<file path="src/inc/dsph_params.svh">
// constants of the deep standby pin hold block
//
// Function
// RQ1: record waking source in wake flag register
// RQ2: hold pin level and direction during standby
// RQ3: external boot releases memory control pins early
// RQ4: other pins held until read-1 then write-0
// RQ5: on-chip boot keeps all pins held likewise
// RQ6: each occurring enabled source sets own flag
// RQ7: software reconfigures peripherals before releasing hold
// RQ8: hold flag reads 1 while any retention
`ifndef DSPH_PARAMS_SVH
`define DSPH_PARAMS_SVH

// ----------------------------------------------------------------
// widths
// ----------------------------------------------------------------
`define DSPH_GEN_PINS 16
`define DSPH_MEM_PINS 4
`define DSPH_SRC_W    3

// ----------------------------------------------------------------
// wake source flag positions
// ----------------------------------------------------------------
`define DSPH_SRC_NMI 0
`define DSPH_SRC_RTC 1
`define DSPH_SRC_PIN 2

// ----------------------------------------------------------------
// reset values and the hold-on level
// ----------------------------------------------------------------
`define DSPH_FLAGS_RST 3'h0
`define DSPH_HOLD_OFF  1'h0
`define DSPH_HOLD_ON   1'h1

`endif

</file>
<file path="src/inc/dsph_pkg.sv">
// types shared by the deep standby pin hold block
`default_nettype none
`include "dsph_params.svh"

package dsph_pkg;

    // ----------------------------------------------------------------
    // sequencer states
    // ----------------------------------------------------------------
    typedef enum logic [1:0] {
        DSPH_RUN,
        DSPH_STANDBY,
        DSPH_HELD
    } dsph_state_t;

    // ----------------------------------------------------------------
    // state of the sequencer
    // ----------------------------------------------------------------
    typedef struct packed {
        dsph_state_t             state;
        logic [`DSPH_SRC_W-1:0]  flags;
        logic                    hold_flag;
        logic                    gen_hold;
        logic                    mem_hold;
        logic                    armed;
        logic                    pin_prev;
        logic                    in_standby;
    } dsph_seq_t;

endpackage
`default_nettype wire

</file>
<file path="src/core/dsph_hold_cell.sv">
// pin level and direction retention cell with registered outputs
`timescale 1ns/10ps
`default_nettype none
`include "dsph_params.svh"

module dsph_hold_cell
    import dsph_pkg::*;
#(
    parameter int W = 1
) (
    input  wire logic         clk,
    input  wire logic         rst_n,
    input  wire logic         hold,
    input  wire logic [W-1:0] live_out,
    input  wire logic [W-1:0] live_oe,
    output var  logic [W-1:0] pin_out,
    output var  logic [W-1:0] pin_oe
);

    // ----------------------------------------------------------------
    // state
    // ----------------------------------------------------------------
    typedef struct packed {
        logic [W-1:0] held_out;
        logic [W-1:0] held_oe;
        logic [W-1:0] out;
        logic [W-1:0] oe;
    } dsph_cell_t;

    dsph_cell_t cur;
    dsph_cell_t next_cur;

    // the snapshot tracks live control every cycle until hold rises,
    // so it keeps the state from just before the hold took effect
    always_comb begin
        next_cur = cur;
        if (!hold) begin
            next_cur.held_out = live_out;
            next_cur.held_oe  = live_oe;
        end
        next_cur.out = hold ? cur.held_out : live_out; // RQ2
        next_cur.oe  = hold ? cur.held_oe  : live_oe;  // RQ2
    end

    always_ff @(posedge clk or negedge rst_n) begin
        if (!rst_n) begin
            cur <= '0;
        end else begin
            cur <= next_cur;
        end
    end

    assign pin_out = cur.out;
    assign pin_oe  = cur.oe;

endmodule
`default_nettype wire

</file>
<file path="src/core/dsph_seq.sv">
// deep standby wake source capture and pin hold release sequencer
`timescale 1ns/10ps
`default_nettype none
`include "dsph_params.svh"

module dsph_seq
    import dsph_pkg::*;
(
    // ----------------------------------------------------------------
    // clock and reset
    // ----------------------------------------------------------------
    input  wire logic                      sys_clk,
    input  wire logic                      rstn,
    // ----------------------------------------------------------------
    // standby entry and wake sources
    // ----------------------------------------------------------------
    input  wire logic                      standby_req,
    input  wire logic [`DSPH_SRC_W-1:0]    wake_en,
    input  wire logic                      wake_nmi,
    input  wire logic                      wake_rtc,
    input  wire logic                      wake_pin,
    input  wire logic                      boot_ext,
    // ----------------------------------------------------------------
    // live pin control from the port logic
    // ----------------------------------------------------------------
    input  wire logic [`DSPH_GEN_PINS-1:0] gen_out_in,
    input  wire logic [`DSPH_GEN_PINS-1:0] gen_oe_in,
    input  wire logic [`DSPH_MEM_PINS-1:0] mem_out_in,
    input  wire logic [`DSPH_MEM_PINS-1:0] mem_oe_in,
    // ----------------------------------------------------------------
    // software strobes
    // ----------------------------------------------------------------
    input  wire logic                      hold_rd,
    input  wire logic                      hold_wr,
    input  wire logic                      hold_wdata,
    input  wire logic [`DSPH_SRC_W-1:0]    src_clr,
    // ----------------------------------------------------------------
    // pins and status
    // ----------------------------------------------------------------
    output var  logic [`DSPH_GEN_PINS-1:0] gen_out,
    output var  logic [`DSPH_GEN_PINS-1:0] gen_oe,
    output var  logic [`DSPH_MEM_PINS-1:0] mem_out,
    output var  logic [`DSPH_MEM_PINS-1:0] mem_oe,
    output var  logic [`DSPH_SRC_W-1:0]    standby_wake_source_flags,
    output var  logic                      pin_hold_flag,
    output var  logic                      in_standby
);

    // ----------------------------------------------------------------
    // reset release
    // ----------------------------------------------------------------
    // rstn may fall at any time, but the logic only leaves reset on an edge
    logic rst_meta;
    logic rst_n;

    always_ff @(posedge sys_clk or negedge rstn) begin
        if (!rstn) begin
            rst_meta <= 1'h0;
            rst_n    <= 1'h0;
        end else begin
            rst_meta <= 1'h1;
            rst_n    <= rst_meta;
        end
    end

    // ----------------------------------------------------------------
    // wake decode
    // ----------------------------------------------------------------
    // pin wake is a change of level, so the last sample is compared
    function automatic logic [`DSPH_SRC_W-1:0] wake_hits(
        input logic [`DSPH_SRC_W-1:0] en,
        input logic                   nmi,
        input logic                   rtc,
        input logic                   pin_chg
    );
        logic [`DSPH_SRC_W-1:0] raw;
        raw = '0;
        raw[`DSPH_SRC_NMI] = nmi;
        raw[`DSPH_SRC_RTC] = rtc;
        raw[`DSPH_SRC_PIN] = pin_chg;
        return raw & en;
    endfunction

    // ----------------------------------------------------------------
    // release decode
    // ----------------------------------------------------------------
    // a read only arms while software can see the flag at 1
    function automatic logic arm_read(
        input logic rd,
        input logic flag
    );
        return rd && flag;
    endfunction

    // a write of 1, or a write before the arming read, changes nothing
    function automatic logic release_write(
        input logic wr,
        input logic wdata,
        input logic armed
    );
        return wr && !wdata && armed;
    endfunction

    dsph_seq_t cur;
    dsph_seq_t next_cur;
    logic [`DSPH_SRC_W-1:0] hits;
    logic                   arm;
    logic                   rel;

    always_comb begin
        hits = wake_hits(wake_en, wake_nmi, wake_rtc, wake_pin ^ cur.pin_prev);
        arm  = arm_read(hold_rd, cur.hold_flag);
        rel  = release_write(hold_wr, hold_wdata, cur.armed);
    end

    // ----------------------------------------------------------------
    // sequencer
    // ----------------------------------------------------------------
    always_comb begin
        next_cur = cur;
        next_cur.pin_prev = wake_pin;
        // a clear never drops a flag set in the same cycle
        next_cur.flags = cur.flags & ~src_clr;
        case (cur.state)
            DSPH_RUN: begin
                if (standby_req) begin
                    next_cur.state      = DSPH_STANDBY;
                    next_cur.gen_hold   = `DSPH_HOLD_ON; // RQ2
                    next_cur.mem_hold   = `DSPH_HOLD_ON; // RQ2
                    next_cur.hold_flag  = `DSPH_HOLD_ON; // RQ8
                    next_cur.armed      = 1'h0;
                    next_cur.in_standby = 1'h1;
                    // stale sources from an earlier wake would mislead software
                    next_cur.flags      = `DSPH_FLAGS_RST;
                end
            end
            DSPH_STANDBY: begin
                if (|hits) begin
                    next_cur.state      = DSPH_HELD;
                    // a clear in the wake cycle still drops only older flags
                    next_cur.flags      = next_cur.flags | hits; // RQ1 RQ6
                    next_cur.in_standby = 1'h0;
                    // fetches from external memory need its control pins back
                    if (boot_ext) begin
                        next_cur.mem_hold = `DSPH_HOLD_OFF; // RQ3
                    end // else memory pins stay held: RQ5
                end
            end
            DSPH_HELD: begin
                // reading the flag as 1 arms the release
                if (arm) begin
                    next_cur.armed = 1'h1; // RQ4
                end
                // software has restored its peripherals before this write
                if (rel) begin
                    next_cur.state     = DSPH_RUN; // RQ4 RQ7
                    next_cur.gen_hold  = `DSPH_HOLD_OFF; // RQ4
                    next_cur.mem_hold  = `DSPH_HOLD_OFF; // RQ5
                    next_cur.hold_flag = `DSPH_HOLD_OFF; // RQ8
                    next_cur.armed     = 1'h0;
                end
            end
            // unreachable codes fall back to normal running
            default: begin
                next_cur.state = DSPH_RUN;
            end
        endcase
    end

    always_ff @(posedge sys_clk or negedge rst_n) begin
        if (!rst_n) begin
            cur.state      <= DSPH_RUN;
            cur.flags      <= `DSPH_FLAGS_RST;
            cur.hold_flag  <= `DSPH_HOLD_OFF;
            cur.gen_hold   <= `DSPH_HOLD_OFF;
            cur.mem_hold   <= `DSPH_HOLD_OFF;
            cur.armed      <= 1'h0;
            cur.pin_prev   <= 1'h0;
            cur.in_standby <= 1'h0;
        end else begin
            cur <= next_cur;
        end
    end

    // ----------------------------------------------------------------
    // pin retention
    // ----------------------------------------------------------------
    // general pins stay held until software completes the release
    dsph_hold_cell #(
        .W (`DSPH_GEN_PINS)
    ) u_gen_hold (
        .clk      (sys_clk),
        .rst_n    (rst_n),
        .hold     (cur.gen_hold),
        .live_out (gen_out_in),
        .live_oe  (gen_oe_in),
        .pin_out  (gen_out),
        .pin_oe   (gen_oe)
    );

    // ----------------------------------------------------------------
    // memory control pins
    // ----------------------------------------------------------------
    // these may drop their hold at wake, ahead of the general pins
    dsph_hold_cell #(
        .W (`DSPH_MEM_PINS)
    ) u_mem_hold (
        .clk      (sys_clk),
        .rst_n    (rst_n),
        .hold     (cur.mem_hold),
        .live_out (mem_out_in),
        .live_oe  (mem_oe_in),
        .pin_out  (mem_out),
        .pin_oe   (mem_oe)
    );

    // ----------------------------------------------------------------
    // status outputs
    // ----------------------------------------------------------------
    assign standby_wake_source_flags = cur.flags;
    assign pin_hold_flag             = cur.hold_flag;
    assign in_standby                = cur.in_standby;

endmodule
`default_nettype wire

</file>
<file path="config.mk">
export PLATFORM = sky130hd
export DESIGN_NAME = dsph_seq
export DESIGN_NICKNAME = d
export VERILOG_FILES = /design/src/inc/dsph_pkg.sv /design/src/core/dsph_hold_cell.sv /design/src/core/dsph_seq.sv
export VERILOG_INCLUDE_DIRS = /design/src /design/src/inc
export SDC_FILE = /design/constraint.sdc
export NUM_CORES = 1
export LEC_CHECK = 0
export BUFFER_PORTS_ARGS = -buffer_cell sky130_fd_sc_hd__buf_2
export CORE_ASPECT_RATIO = 1.1
export CORE_MARGIN = 10
export CORE_UTILIZATION = 35
export CTS_BUF_LIST = sky130_fd_sc_hd__clkbuf_8
export CTS_CLUSTER_DIAMETER = 40
export CTS_CLUSTER_SIZE = 16
export DETAILED_ROUTE_END_ITERATION = 12
export MAX_ROUTING_LAYER = met4
export SLEW_MARGIN = 15
export SYNTH_ARGS = -nofsm -noshare
export SYNTH_HDL_FRONTEND = slang
export SYNTH_HIERARCHICAL = 1
export SYNTH_SLANG_ARGS = --single-unit
</file>
<file path="constraint.sdc">
create_clock -name sys_clk -period 3.6 [get_ports sys_clk]
set_input_delay 0.18 -clock sys_clk [delete_from_list [all_inputs] [get_ports sys_clk]]
set_output_delay 0.18 -clock sys_clk [all_outputs]
set_load 0.005 [all_outputs]
</file>
* After elaboration in Yosys (flattened, before gate mapping)
Cells that the tools add are included.
** Word-level totals
- Output and inout bits :: 45
- Bits of input ports :: 56
- Logic and storage cells :: 63
- Flip-flop bits (word level) :: 93
** Operators by class
- Bitwise logic cells :: 5
- Multiplexer cells :: 19
- Reduce and logical (&&, ||, !) cells :: 14
- Equal/unequal tests :: 7
** Operators by type and width (number)
- 16-bit two-way mux :: 2
- 4-bit two-way mux :: 3
- 3-bit AND reduction :: 4
- 9-bit two-way mux :: 1
- 2-bit != test, second input constant :: 4
- 3-bit AND :: 2
- 2-bit one-hot mux with 3 select lines :: 1
- 3-bit one-hot mux with 2 select lines :: 1
- 1-bit two-way mux :: 5
- 5-bit two-way mux :: 1
- 5-bit AND reduction :: 1
- 1-bit one-hot mux with 2 select lines :: 2
- 2-bit one-hot mux with 2 select lines :: 1
- 2-bit nonzero test :: 2
- 1-bit logical AND :: 3
- 3-bit != test, second input constant :: 1
- 3-bit inverter :: 1
- 3-bit OR :: 1
- 1-bit one-hot mux with 3 select lines :: 1
- 3-bit nonzero test :: 1
- 3-bit OR reduction :: 1
- 2-bit by 1-bit equality test with 1-bit output, second input constant :: 1
- 2-bit equality test, second input constant :: 1
- 2-bit zero test :: 1
- other kinds (3) :: 3

* Depth between registers and ports, before layout
Gate-level depths: netlist of run 1.
- Depth after elaboration :: 5
- Mapped depth :: 7
- Gate-level depth less buffers :: 6

* Modules after synthesis
Netlist of run 1, hierarchy kept.
** Modules (own cells, without submodules)
- dsph_hold_cell at u_gen_hold :: cells each 132, area an instance 2386.0 µm², instances 1, sequential area each 1601.5 µm²
- dsph_seq :: cells each 68, area an instance 684.4 µm², instances 1, sequential area each 300.3 µm²
- dsph_hold_cell at u_mem_hold :: cells each 33, area an instance 591.8 µm², instances 1, sequential area each 400.4 µm²

* Worst setup path before layout of run 1
OpenSTA, ideal clock, no wires.
- Kind :: flip-flop to flip-flop
- Start :: register cur[10] (netlist name)
- End :: register cur[3] (netlist name)
- Required time :: 3.470 ns
- Path buffers :: 1
- Cell stages (with the launch flop) :: 8
- Path slack :: 2.210 ns
- Data arrival time :: 1.260 ns
- Cells stage by stage :: dfrtp_1 -> inv_1 -> ha_1 -> buf_4 -> nand3_1 -> o221a_2 -> o21ai_1 -> o41ai_2

* Worst setup path in the final report of run 1
- Start :: register cur (netlist bit pin_hold_flag)
- End :: output port pin_hold_flag
** RTL lines
- from (decl) :: line dsph_seq.sv:104 : dsph_seq_t cur;
- from (signal assigned) :: line dsph_seq.sv:181 : cur <= next_cur;
- to (decl) :: line dsph_seq.sv:45 : output var logic pin_hold_flag,
No word-level cell between the ends.

==> results.py, run 1 <==
metrics = {
    "synthesis": {
        "ys.flop_type": "dfrtp_1",
        "synthSimpleGateAreaFrac": 0.0222,
        "synth_top_area_frac": 0.629,
        "yosysSeqAreaShare": 0.629,
        "synth_mux_area_frac": 0.167,
        "yosys.cell_count.top_type": "dfrtp_1",
        "ys_async_sr_fraction": 1.00,
        "synth_top_family_by_area": "multiplexers",
        "synth.net_count": 292,
        "synth_cell_types": 32,
        "synthTopCellsByCount": "dfrtp_1, buf_4, mux2_4, inv_1, a21oi_1",
        "synthesis.instances": 233,
        "synth-adder-area-share": 0.0102,
        "yosys_warnings": 6,
        "synth_edf_count": 0,
        "synth-seq-cells": 92,
        "synth_area_per_cell_sq_um": 15.7,
        "synthXorXnorAreaFrac": 0.00239,
        "synth_top_area_cell": "dfrtp_1",
        "synth_area_leaders": "dfrtp_1, mux2_4, buf_4",
        "syn-cell-area_sq_um": 3660,
        "synth_compound_area_frac": 0.0471,
    },
    "routing": {
        "wl_um": 6730,
        "drt_first_iter_violations": 45,
        "drtAntennaViolNets": 0,
        "drcViolationCount": 0,
        "viasPerCell": 4.15,
        "num_vias": 1856,
        "wl_per_cell_um": 15.0,
        "drtPass1Iterations": 4,
    },
    "timing": {
        "skew_ps": 11.7,
        "tightest_slew_ps": 1090,
        "slew_headroom": 0.272,
        "hold_viol_final": 0,
        "drv_slew": 0,
        "rsz0062_at_grt": "no",
        "period_share": 0.526,
        "max_freq_ghz": 0.528,
        "fin_crit_ps": 1900,
        "setup_viol": 0,
        "setup_tns_ps": 0,
    },
    "layout": {
        "multi_input_area_sq_um": 917,
        "num_antenna_cells": 0,
        "nNetsFinal": 358,
        "nFillCells": 995,
        "area_growth_pct": 14.5,
        "drive_gt1_frac": 0.536,
        "fin_area_sq_um": 4190,
        "seq_area_sq_um": 2310,
    },
    "worst_setup_path": {
        "critPathKind": "reg -> out",
        "endpoint_kind": "primary output",
        "crit_buf_inv": 1,
        "cp.required_ps": 3420,
        "critical_path.cell_chain": "buf_2",
        "critPathMaxFanout": 36,
        "worst-path-stages": 1,
        "critPathMaxStageDelay_ps": 1090,
        "r2r-start": "pin_hold_flag",
        "crit_start": "pin_hold_flag",
        "startpoint_type": "register",
        "reg2reg_depth": 3,
        "critPathSlowestCell": "dfrtp_2",
        "critPathTopFamily": "flip-flops",
        "crit_arrival_ps": 1720,
    },
    "power_and_ir_drop": {
        "p_per_area_nw_per_um2": 809,
        "ir_drop_mv": 0.266,
        "p_leak_nw": 2.15,
    },
    "die": {
        "io_pins": 101,
        "initial_utilization": 0.356,
        "rows": 39,
        "die_h_um": 127,
        "die-area_sq_um": 15000,
        "core_sq_um": 10300,
        "die_x_um": 118,
    },
    "cts": {
        "tritoncts": "done",
        "clk_pin_slew_worst_paths_ps": 90,
        "post_cts_buffers": 0,
        "cts-buffers-inserted": 9,
        "clockBufferDepth": 2,
        "clock_latency_ps": 360,
        "ctsHtreeMaxLevel": 3,
        "root_buffer": "clkbuf_8",
        "cts_sinks": 92,
    },
    "global_routing": {
        "antenna_found_initial": 0,
        "grt_max_degree": 45,
        "track_usage": 0.0938,
        "grt_pass1_wl_um": 10800,
        "grt_overflow": 0,
        "grt_pass1_vias": 2088,
    },
    "job": {
        "cap_violations": 0,
    },
    "place": {
        "io_buffers": 100,
        "place_area_sq_um": 3950,
        "dp_hpwl_um": 4750,
        "globalplace.congestion": 0.737,
    },
    "min_path": {
        "hp-start": "gen_out_in[2]",
        "hold_path_depth": 2,
        "hold_path.class": "in -> reg",
    },
    "outcome": {
        "status": "completed",
    },
}
## worst reg2reg max path, delay by kind of cell, from the launching register on
kind	cells	cell delay (ps)
AND/OR/NAND/NOR	1	230
flip-flops	1	1090
AO/OA/AOI/OAI	2	300
## cell families after synthesis
logic type | after synthesis
compound gates | 23
xor+xnor | 1
fa+ha+maj | 3
buf+inv | 57
flops | 92
mux | 42
other cells | 1
simple gates | 14
## area by class of cell
type,instances,area share
clock buffer,10,0.0328
clock inverter,6,0.0206
inverter,8,0.00716
multi-input combinational,84,0.219
sequential,92,0.550
tap,143,0.0427
timing repair buffer,104,0.128
## metrics by stage
| step | hold WS, ps | worst slack, ps | power, mW | util | cells |
|---|---|---|---|---|---|
| final | 54.6 | 1700 | 3.39 | 0.407 | 447 |
| after floorplan | -116 | 848 | 2.59 | - | 233 |
| after CTS | 31.0 | 1590 | 3.46 | 0.407 | 447 |
| after detailed placement | -33.3 | 1860 | 2.67 | 0.384 | 429 |
| after global placement | -34.9 | 1910 | 2.63 | 0.384 | 429 |
| after global routing | 26.2 | 1540 | 3.63 | 0.407 | 447 |
## layout by cell type (no fill, tap or decap), types with 2 or more instances in the layout
master	Yosys	layout
nor2_1	2	2
ha_1	3	3
buf_2	0	100
o21ai_0	4	4
mux2_2	2	2
buf_4	44	2
clkbuf_8	0	10
dlygate4sd3_1	0	2
mux2i_1	2	2
dfrtp_1	92	90
inv_1	8	9
nor2b_1	3	3
nand2_1	5	5
bufinv_16	0	2
a21oi_1	6	6
nand3_1	2	2
mux2_4	38	38
## state kept, by name, indices dropped and copies added, names as in the netlist
signal                     flops
u_mem_hold/pin_out             4
u_mem_hold/pin_oe              4
cur                            5
pin_hold_flag                  1
standby_wake_source_flags      3
rst_meta                       1
u_mem_hold/cur                 8
u_gen_hold/pin_out            16
in_standby                     1
rst_n                          1
u_gen_hold/cur                32
u_gen_hold/pin_oe             16
## per-layer routing
metal	vias to the layer above	part of all wire	global-route usage
met5	-	0	-
met4	0	0.018	0.0459
met3	10	0.054	0.0344
met2	58	0.49	0.146
met1	924	0.44	0.105
li1	864	-	-
## power breakdown
| group | leakage (nW) | internal (mW) | switching (mW) | total (mW) |
|---|---|---|---|---|
| clock network | 0.118 | 0.410 | 0.360 | 0.771 |
| registers | 1.08 | 1.48 | 0.180 | 1.66 |
| logic | 0.951 | 0.582 | 0.374 | 0.956 |
| total | 2.15 | 2.48 | 0.915 | 3.39 |
## final timing paths
path	end	slack, ps
hold reg to reg	u_mem_hold/cur[11]	330
max in group asynchronous	u_gen_hold/pin_oe[14]	2540
setup / recovery	pin_hold_flag	1700
min in group asynchronous	rst_meta	120
hold / removal	u_gen_hold/pin_out[2]	50
setup reg to reg	cur[2]	1930
## repair_timing
item	CTS	global route
endpoints found under the hold margin	3	0
hold buffers	2	0
gates resized for setup	0	0
No activity file was read; power rests on OpenSTA's default activity.
==> run 2, diff against run 1 <==
Clock period 3.6 ns to 1.6 ns, I/O delays scaled along.
==> run 2 against run 1 <==
Utilization rose by 5.1 points. Register-to-register slack got worse by 1800 ps. Global-route usage rose by 0.80 points. Clock power rose by 140%. Via count rose by 9.3%. Combinational power rose by 150%. Non-clock buffer count rose by 48. Sequential cell count did not move. Total power rose by 130%. Clock-buffer cell count rose by 1. Cell count rose by 11%.
==> results.py, run 2 (synthesis gave the netlist of run 1 again) <==
metrics = {
    "timing": {
        "period_share": 0.923,
        "setup_tns_ps": 0,
        "rsz0062_at_grt": "no",
        "fin_crit_ps": 1480,
        "skew_ps": 9.00,
        "slew_headroom": 0.644,
        "drv_slew": 0,
        "hold_viol_final": 0,
        "setup_viol": 0,
        "max_freq_ghz": 0.677,
        "tightest_slew_ps": 534,
    },
    "worst_setup_path": {
        "endpoint_kind": "register",
        "reg2reg_depth": 6,
        "r2r_setup_slack_ps": 120,
        "startpoint_type": "register",
        "r2r-start": "cur[10]",
        "crit_arrival_ps": 1710,
        "critPathMaxFanout": 7,
        "critPathKind": "reg -> reg",
        "cp.required_ps": 1840,
        "r2r-end": "cur[3]",
    },
    "global_routing": {
        "track_usage": 0.102,
        "antenna_found_initial": 0,
        "grt_pass1_wl_um": 11900,
        "grt_pass1_vias": 2356,
        "grt_max_degree": 51,
        "grt_overflow": 0,
    },
    "layout": {
        "fin_area_sq_um": 4720,
        "drive_gt1_frac": 0.472,
        "seq_area_sq_um": 2310,
        "area_growth_pct": 28.8,
        "nFillCells": 926,
        "layout_common_cells": "buf_2, dfrtp_1, dlygate4sd3_1",
        "largest_reg_flops": 32,
        "nNetsFinal": 406,
        "top_register": "u_gen_hold/cur",
        "fin_util": 0.458,
        "multi_input_area_sq_um": 917,
        "final_common_cell": "buf_2",
        "num_antenna_cells": 0,
    },
    "die": {
        "io_pins": 101,
        "die_h_um": 127,
        "die_x_um": 118,
        "core_sq_um": 10300,
        "rows": 39,
        "die-area_sq_um": 15000,
        "initial_utilization": 0.356,
    },
    "routing": {
        "drtAntennaViolNets": 0,
        "drtPass1Iterations": 4,
        "drcViolationCount": 0,
        "num_vias": 2029,
        "wl_um": 7020,
        "drt_first_iter_violations": 63,
        "wl_per_cell_um": 14.2,
        "viasPerCell": 4.10,
    },
    "power_and_ir_drop": {
        "p_switching_mw": 2.05,
        "sw_frac_of_total": 0.259,
        "p_leak_nw": 2.37,
        "ir_drop_mv": 0.708,
        "combPwrFrac": 0.297,
        "p_clk_frac": 0.236,
        "p_per_area_nw_per_um2": 1680,
        "p_int_mw": 5.87,
        "p_seq_frac": 0.467,
        "power_mw": 7.92,
    },
    "place": {
        "place_area_sq_um": 4000,
        "dp_hpwl_um": 4810,
        "globalplace.congestion": 0.810,
        "io_buffers": 100,
    },
    "min_path": {
        "hold_path.class": "in -> async",
    },
    "cts": {
        "root_buffer": "clkbuf_8",
        "post_cts_resized": 0,
        "post_cts_buffers": 0,
        "clockBufferDepth": 2,
        "clk_pin_slew_worst_paths_ps": 80,
        "clock_latency_ps": 350,
        "ctsHtreeMaxLevel": 3,
        "tritoncts": "done",
        "cts_sinks": 92,
        "cts-buffers-inserted": 9,
    },
    "outcome": {
        "status": "completed",
    },
    "job": {
        "cap_violations": 0,
    },
}
run 2: changes by cell type in the layout (fill, tap and decap cells not counted), sizes merged:
cell / change
buf: +3
dlygate4sd3: +45
clkinv: -1
clkbuf: +1
inv: -1
bufinv: +1
run 2: critical path, cell delays in order, from the launching register on:
cell     delay [ps]
dfrtp_1         400
inv_1            80
ha_1            270
nand3_1         100
o221a_2         270
o21ai_1         140
o41ai_2          80
run 2: through the flow:
step | setup slack [ps] | instances | hold WS, ps
global route | 29.7 | 495 | 22.5
finish | 123 | 495 | 30.2
CTS | 120 | 495 | 5.54
detailed placement | 135 | 432 | -132
global placement | 185 | 432 | -135
floorplan | 49.9 | 233 | -216
run 2: power groups by stage:
stage	sequential, mW	combinational, mW	clock [mW]
after floorplan	3.65	2.17	0
after global placement	3.72	2.23	0
after detailed placement	3.75	2.29	0
after CTS	3.71	2.40	1.96
after global routing	3.83	2.58	2.03
final	3.70	2.35	1.87
run 2: how the worst max path moves through the flow:
stage	from	end	cells past startpoint
4_1_cts	cur[10]	cur[3]	6
5_1_grt	cur[10]	cur[3]	6
3_5_place_dp	cur[10]	cur[3]	6
3_3_place_gp	cur[10]	cur[3]	6
2_1_floorplan	rst_n	cur[10]	0
6_report	cur[10]	cur[3]	6
run 2: repair_timing:
action	4_1_cts	5_1_grt
endpoints found under the setup margin	0	0
hold endpoints to repair	85	0
hold buffers	47	0
run 2: final cells by class:
type / instances / share of cell area
clock inverter: 5 / 0.0210
inverter: 8 / 0.00637
timing repair buffer: 152 / 0.219
tap: 143 / 0.0379
sequential: 92 / 0.489
multi-input combinational: 84 / 0.194
clock buffer: 11 / 0.0321
run 2: metal layers:
| layer | global-route usage | vias up | part of all wire |
|---|---|---|---|
| li1 | - | 958 | - |
| met1 | 0.115 | 997 | 0.42 |
| met2 | 0.162 | 62 | 0.51 |
| met3 | 0.0352 | 12 | 0.053 |
| met4 | 0.0451 | 0 | 0.017 |
| met5 | - | - | 0 |
